===== src/arc_pkg.sv =====
// arc_pkg: constants shared by the asynchronous register output cell array
// assumes nothing beyond a SystemVerilog compiler
`default_nettype none
package arc_pkg;
    // ========================================================
    // sizes
    localparam int ARC_NCELL = 10;
    localparam int ARC_NTERM = 4;
    localparam int ARC_NIN = 10;
    // ========================================================
    // reset, clear and preset values, synchroniser depth
    localparam logic ARC_Q_RST = 1'h0;
    localparam logic ARC_PRESET_VAL = 1'h1;
    localparam logic ARC_CLEAR_VAL = 1'h0;
    localparam logic ARC_PIN_RST = 1'h0;
    localparam logic ARC_OE_N_RST = 1'h1;
    localparam logic ARC_OE_PIN_N_RST = 1'h1;
    localparam int ARC_SYNC_STAGES = 2;
endpackage
`default_nettype wire


===== src/arc_output_cell.sv =====
// arc_output_cell: ten output cells, each a d flip-flop with its own
// clock, clear and preset product terms, polarity xor, bypass and
// three-state control; product terms arrive from array logic on mclk,
// pins are synchronised here before use
//
// Notes on behaviour
// - ten flip-flops, own clear, preset, clock
// - four terms summed through polarity xor
// - output enable from term and shared pin
// - each cell may bypass its flip-flop
// - capture on own clock term edge
// - up to ten independent clocks
// - any term true gives d equal polarity
// - polarity ignored by clear and preset
// - ten dedicated inputs, ten bidirectional pins
`timescale 1ns/1ps
`default_nettype none
module arc_output_cell
    import arc_pkg::*;
#(
    parameter int NCELL = arc_pkg::ARC_NCELL,
    parameter int NTERM = arc_pkg::ARC_NTERM,
    parameter int NIN = arc_pkg::ARC_NIN
) (
    input wire logic mclk,
    input wire logic rst_n,
    input wire logic [NCELL*NTERM-1:0] pt_data,
    input wire logic [NCELL-1:0] pt_clk,
    input wire logic [NCELL-1:0] pt_clear,
    input wire logic [NCELL-1:0] pt_preset,
    input wire logic [NCELL-1:0] pt_oe,
    input wire logic [NCELL-1:0] polarity,
    input wire logic [NCELL-1:0] bypass,
    input wire logic oe_pin_n,
    input wire logic [NIN-1:0] in_pin,
    input wire logic [NCELL-1:0] io_in,
    output logic [NCELL-1:0] io_out,
    output logic [NCELL-1:0] io_oe_n,
    output logic [NIN-1:0] array_in,
    output logic [NCELL-1:0] io_fb,
    output logic [NCELL-1:0] reg_fb
);
    import arc_pkg::*;

    // ========================================================
    // helper functions

    // data input of one cell
    function automatic logic cell_d(input logic [NTERM-1:0] terms,
                                    input logic pol);
        cell_d = (|terms) ? pol : ~pol;
    endfunction

    // clear beats preset; otherwise the given value stands
    function automatic logic forced_or(input logic clr,
                                       input logic pre,
                                       input logic other);
        if (clr) begin
            forced_or = ARC_CLEAR_VAL;
        end else if (pre) begin
            forced_or = ARC_PRESET_VAL;
        end else begin
            forced_or = other;
        end
    endfunction

    // rising edge of a clock term between two mclk samples
    function automatic logic term_rise(input logic prev,
                                       input logic now);
        term_rise = now & ~prev;
    endfunction

    // ========================================================
    // dedicated input synchroniser
    logic [NIN-1:0] in_s1_q, in_s1_d;
    logic [NIN-1:0] in_s2_q, in_s2_d;

    always_comb begin
        in_s1_d = in_pin;
        in_s2_d = in_s1_q;
    end

    always_ff @(posedge mclk or negedge rst_n) begin
        if (!rst_n) begin
            in_s1_q <= '0;
            in_s2_q <= '0;
        end else begin
            in_s1_q <= in_s1_d;
            in_s2_q <= in_s2_d;
        end
    end

    assign array_in = in_s2_q;

    // ========================================================
    // two-way pin input synchroniser
    logic [NCELL-1:0] io_s1_q, io_s1_d;
    logic [NCELL-1:0] io_s2_q, io_s2_d;

    always_comb begin
        io_s1_d = io_in;
        io_s2_d = io_s1_q;
    end

    always_ff @(posedge mclk or negedge rst_n) begin
        if (!rst_n) begin
            io_s1_q <= '0;
            io_s2_q <= '0;
        end else begin
            io_s1_q <= io_s1_d;
            io_s2_q <= io_s2_d;
        end
    end

    assign io_fb = io_s2_q;

    // ========================================================
    // shared output enable synchroniser
    logic oe_s1_q, oe_s1_d;
    logic oe_s2_q, oe_s2_d;

    always_comb begin
        oe_s1_d = oe_pin_n;
        oe_s2_d = oe_s1_q;
    end

    always_ff @(posedge mclk or negedge rst_n) begin
        if (!rst_n) begin
            oe_s1_q <= ARC_OE_PIN_N_RST;
            oe_s2_q <= ARC_OE_PIN_N_RST;
        end else begin
            oe_s1_q <= oe_s1_d;
            oe_s2_q <= oe_s2_d;
        end
    end

    // ========================================================
    // per-cell data input, clock edge and state feedback
    logic [NCELL-1:0] q_q, q_d;
    logic [NCELL-1:0] clk_prev_q, clk_prev_d;
    logic [NCELL-1:0] d_in;
    logic [NCELL-1:0] rise;
    logic [NCELL-1:0] q_eff;

    genvar g;
    generate
        for (g = 0; g < NCELL; g++) begin : g_cell
            assign d_in[g] = cell_d(pt_data[g*NTERM +: NTERM], polarity[g]);
            // each cell watches only its own clock term
            assign rise[g] = term_rise(clk_prev_q[g], pt_clk[g]);
            // clear and preset act without waiting for a clock edge
            assign q_eff[g] = forced_or(pt_clear[g],
                                        pt_preset[g],
                                        q_q[g]);
        end
    endgenerate

    assign reg_fb = q_eff;

    // ========================================================
    // clock term edge detector
    always_comb begin
        clk_prev_d = pt_clk;
    end

    always_ff @(posedge mclk or negedge rst_n) begin
        if (!rst_n) begin
            clk_prev_q <= '0;
        end else begin
            clk_prev_q <= clk_prev_d;
        end
    end

    // ========================================================
    // cell flip-flops
    always_comb begin
        for (int i = 0; i < NCELL; i++) begin
            // a clock edge under clear or preset is ignored
            q_d[i] = forced_or(pt_clear[i], pt_preset[i],
                               rise[i] ? d_in[i] : q_q[i]);
        end
    end

    always_ff @(posedge mclk or negedge rst_n) begin
        if (!rst_n) begin
            q_q <= {NCELL{ARC_Q_RST}};
        end else begin
            q_q <= q_d;
        end
    end

    // ========================================================
    // pin value
    logic [NCELL-1:0] out_q, out_d;

    always_comb begin
        for (int i = 0; i < NCELL; i++) begin
            out_d[i] = bypass[i] ? d_in[i] : q_d[i];
        end
    end

    always_ff @(posedge mclk or negedge rst_n) begin
        if (!rst_n) begin
            out_q <= {NCELL{ARC_PIN_RST}};
        end else begin
            out_q <= out_d;
        end
    end

    assign io_out = out_q;

    // ========================================================
    // pin enable
    logic [NCELL-1:0] oe_n_q, oe_n_d;

    always_comb begin
        for (int i = 0; i < NCELL; i++) begin
            // drive only with both enables true
            oe_n_d[i] = ~(pt_oe[i] & ~oe_s2_q);
        end
    end

    always_ff @(posedge mclk or negedge rst_n) begin
        if (!rst_n) begin
            oe_n_q <= {NCELL{ARC_OE_N_RST}};
        end else begin
            oe_n_q <= oe_n_d;
        end
    end

    assign io_oe_n = oe_n_q;
endmodule
`default_nettype wire


===== config.mk =====
export PLATFORM = sky130hd
export DESIGN_NAME = arc_output_cell
export DESIGN_NICKNAME = d
export VERILOG_FILES = /design/src/arc_pkg.sv /design/src/arc_output_cell.sv
export SDC_FILE = /design/constraint.sdc
export NUM_CORES = 1
export LEC_CHECK = 0
export BUFFER_PORTS_ARGS = -buffer_cell sky130_fd_sc_hd__buf_4
export CORE_MARGIN = 2
export CORE_UTILIZATION = 46
export CTS_BUF_LIST = sky130_fd_sc_hd__clkbuf_4
export DETAILED_ROUTE_END_ITERATION = 10
export GPL_TIMING_DRIVEN = 0
export PLACE_DENSITY_LB_ADDON = 0.15
export SLEW_MARGIN = 20
export SYNTH_ARGS = -nofsm -noshare
export SYNTH_HDL_FRONTEND = slang
export SYNTH_SLANG_ARGS = --single-unit
export TNS_END_PERCENT = 5

===== constraint.sdc =====
create_clock -name mclk -period 1.6 [get_ports mclk]
set_input_delay 0.48 -clock mclk [delete_from_list [all_inputs] [get_ports mclk]]
set_output_delay 0.48 -clock mclk [all_outputs]
set_load 0.02 [all_outputs]

==> After elaboration in Yosys (flattened, before gate mapping) <==
Index checks and enable logic that the tools add are counted.
{ "totals": {"inputBits": 123, "output_inout_bits": 50, "wordCells": 141, "regBits": 82} }
{ "op_classes": {"muxes": 70, "bitwise_logic": 51, "n_reduce_logical": 10} }
{ "ops": {"columns": ["cell", "count"], "rows": [
  ["2-to-1 mux 1 bit", 70],
  ["OR reduction 4 bit", 10],
  ["inverter 1 bit", 31],
  ["AND 1 bit", 20]
]} }

==> Longest topological paths before layout <==
{ "logic_depth": {"ltp_word": 6, "mapped_depth": 3, "mapped_depth_nobuf": 3} }

==> Worst setup path before layout <==
Ideal clock, no wire load.
{ "synth_path": {"path_type": "input port to output port", "from": "input port pt_preset[0]", "to": "output port reg_fb[0]", "arrival_time_ns": 0.794, "required_ns": 1.120, "stages": 2, "n_path_buf": 0, "slack_ns": 0.326, "cell_sequence": "nor2_1 nor2_1"} }
{ "synth_between": {"elab_chain_len": 2} }
{ "synth_lines": {"columns": ["element", "line_no", "text"], "rows": [
  ["start, declared", "arc_output_cell.sv:30", "input wire logic [NCELL-1:0] pt_preset,"],
  ["2-to-1 mux 1 bit", "arc_output_cell.sv:60", "end else if (pre) begin"],
  ["2-to-1 mux 1 bit", "arc_output_cell.sv:58", "if (clr) begin"],
  ["end, declared", "arc_output_cell.sv:41", "output logic [NCELL-1:0] reg_fb"]
]} }
No other way between the ends.

==> Final worst setup path <==
{ "layout_path": {"from": "register q_q[9]", "to": "output port reg_fb[9]"} }
{ "layout_between": {"elab_chain_len": 2} }
{ "layout_lines": {"columns": ["element", "line_no", "text"], "rows": [
  ["start, declared", "arc_output_cell.sv:139", "logic [NCELL-1:0] q_q, q_d;"],
  ["start signal, assigned", "arc_output_cell.sv:186", "q_q <= {NCELL{ARC_Q_RST}};"],
  ["start signal, assigned", "arc_output_cell.sv:188", "q_q <= q_d;"],
  ["2-to-1 mux 1 bit", "arc_output_cell.sv:60", null],
  ["2-to-1 mux 1 bit", "arc_output_cell.sv:58", null]
]} }
No other way between the ends.

==> impl_metrics.yaml <==
status:
  run_status: "complete, but fails checks"
  violations: "setup timing"
routing:
  viasPerCell: 4.75
  topRoutingLayerUsed: "met4"
  dr_wl_met2_mm: 3.61
  wl_per_cell_um: 13.3
  first_pass_iters: 4
  wl_met1_mm: 2.46
  routed_wl_mm: 6.85
  dr.first_iter.drc_count: 106
  wl_met3_um: 669
  final_antenna_net_count: 0
  drc: 0
  num_vias: 2455
clocking:
  clk_latency_ns: 0.41
  tritoncts: "built"
  clk_pin_slew_ns: 0.14
  clockBufferDepth: 2
  cts_buffers: 9
  clock-sinks: 82
  root_buffer: "clkbuf_4"
  ctsHtreeMaxLevel: 3
worst_setup_path:
  timing.critical_path.mode_cell: "nor2_2"
  cp_slowest_stage_delay_ns: 0.42
  reg2reg_depth: 3
  critPathArrivalTime_ns: 1.16
  cp_slowest_cell: "dfrtp_1"
  crit_chain: "nor2_2 > nor2_2 > buf_6"
  critPathMaxFanout: 2
  endpoint_kind: "primary output"
  worstReg2RegEnd: "q_q[4]"
  path_class: "flip-flop to primary output"
  r2r_start: "clk_prev_q[4]"
  reg2reg_setup_slack_ns: 0.38
  worstSetupStartpointType: "flip-flop"
  cp.required_ns: 1.12
sta:
  finalCriticalPeriod_ns: 1.64
  timing.final.crit_share_pct: 103
  maxSlewViolCount: 0
  worst_pin_slew_ns: 0.711
  rsz0062_at_grt: "true"
  fmax_mhz: 609
  finClkSkew_ns: 0.0225
  setup_viol: 5
  hold_viol: 0
  layout_setup_ws_ns: -0.0418
  relSlewSlack_pct: 52.6
place:
  port_buffers: 172
  hpwl_mm: 5.31
  dpl_cell_area_um2: 4640
  place_ws_ns: 0.151
  routabilityCongestion: 0.777
power_and_ir_drop:
  p_sw_share_pct: 25.8
  share_seq_of_total_power_pct: 53.5
  power.share.clock_pct: 27.1
  ir_drop_uv: 590
  p_sw_uw: 1090
  p_comb_share_pct: 19.4
  power.density_nw_per_um2: 875
  internal_power_uw: 3140
  leakage_uw: 0.00227
floorplanning:
  die_y_um: 87.8
  num_rows: 30
  fp.dieArea_um2: 7710
  placeableCoreArea_um2: 6790
  start_util_pct: 47.6
  die_w_um: 87.8
  io_pins: 173
logic_synthesis:
  postSynthAreaPerCell_um2: 13.9
  synth_seq_cells: 82
  synth_cell_type_count: 14
  synth_top_area_cell: "dfrtp_1"
  synth.net_count: 355
  syn_area_um2: 3230
  synth_area_leaders: "dfrtp_1 54%, dfstp_2 9.8%, nor4_4 6.6%, nand2b_4 4.3%, a21oi_1 3.1%"
  synth_cells: 232
  seq_area_frac_synth_pct: 64.0
  yosysTopAreaCellShare_pct: 54.2
  synth_warnings: 0
grt:
  grt_pass1_vias: 2407
  grt_pass1_wl_mm: 10.6
  grtUsageTotal_pct: 17.9
  grt_max_degree: 83
  antenna_found_initial: 0
  overflow: 0
finish:
  mostFrequentLayoutCell: "buf_4"
  fin_nets: 539
  fin_area_um2: 4830
  area_growth_syn_to_layout_pct: 49.5
  drive_above_1_share_pct: 54.4
  final_util_pct: 71.1
  n_fill_cell: 494
  most-common-layout-cells: "167 x buf_4, 70 x dfrtp_1, 20 x inv_1, 20 x a21oi_1, 12 x dfstp_2"
  antenna_cells: 0
job:
  cap_violations: 0
hold_path:
  hp-class: "input pin to async pin"
cells in the mapped netlist (all sizes together):
library cell / n
dfstp: 12
a2bb2oi: 10
a21oi: 20
o21bai: 10
inv: 20
nor2: 20
nand4b: 10
or3: 10
dfrtp: 70
nor4: 10
a32o: 10
xnor2: 10
nand2b: 20
layer usage:
layer | global-route usage (%) | up-vias
li1 | - | 1191
met1 | 20.0 | 1159
met2 | 30.7 | 96
met3 | 6.41 | 9
met4 | 8.39 | 0
met5 | 0 | -
power by group through the flow:
| stage | Sequential [µW] | Clock (µW) | Combinational, µW |
|---|---|---|---|
| 5_1_grt | 2280 | 1290 | 886 |
| 4_1_cts | 2260 | 1190 | 816 |
| 3_5_place_dp | 2300 | 0 | 811 |
| 2_1_floorplan | 2380 | 0 | 225 |
| 3_3_place_gp | 2290 | 0 | 794 |
| 6_report | 2260 | 1150 | 818 |
critical path, delay by kind of cell (launching register included):
kind                   cells  cell delay, ns
and+or+nand+nor            2            0.20
DFF                        1            0.42
buffers and inverters      1            0.12
stage by stage:
step	total power [µW]	hold slack (ns)	setup TNS, ns	std cells
4_1_cts	4270	0.127	-0.322	516
5_1_grt	4450	0.103	-0.740	517
3_3_place_gp	3090	0.331	0	500
3_5_place_dp	3110	0.335	0	500
2_1_floorplan	2600	0.184	0	232
6_report	4230	0.0605	-0.0737	517
cell type report:
cell class | count | area [µm²] | share of cell area (%)
clock buffer | 10 | 75.1 | 1.55
clock inverter | 6 | 58.8 | 1.22
inverter | 20 | 75.1 | 1.55
multi-input combinational | 130 | 1110 | 23.1
sequential | 82 | 2070 | 42.8
tap | 96 | 120 | 2.49
timing repair buffer | 173 | 1320 | 27.4
flip-flops by register name, summed over array words and instances (netlist names):
name        count
array_in       10
clk_prev_q     10
in_s1_q        10
io_fb          10
io_oe_n        10
io_out         10
io_s1_q        10
q_q            10
oe_s1_q         1
oe_s2_q         1
how the worst max path moves through the flow:
| stage | end | start | slack [ns] |
|---|---|---|---|
| finish | reg_fb[9] | q_q[9] | -0.04 |
| CTS | reg_fb[0] | q_q[0] | -0.05 |
| global placement | q_q[6] | pt_data[25] | 0.17 |
| floorplan | reg_fb[0] | pt_preset[0] | 0.33 |
| global route | reg_fb[9] | q_q[9] | -0.11 |
| detailed placement | q_q[0] | pt_data[1] | 0.15 |
what timing repair did:
action / CTS / global route
gates resized for setup: 6 / 9
endpoints found under the setup margin: 10 / 14
setup buffers: 0 / 1
hold buffers: 0 / 0
hold endpoints to repair: 0 / 0
pin swaps: 10 / 2
logic make-up after synthesis:
logic type | share of synthesized area [%]
AO/OA/AOI/OAI | 11.2
XOR/XNOR | 2.71
buffers and inverters | 2.32
flip-flops | 64.0
AND/OR/NAND/NOR | 19.8
No activity file was read; power rests on OpenSTA's default activity.
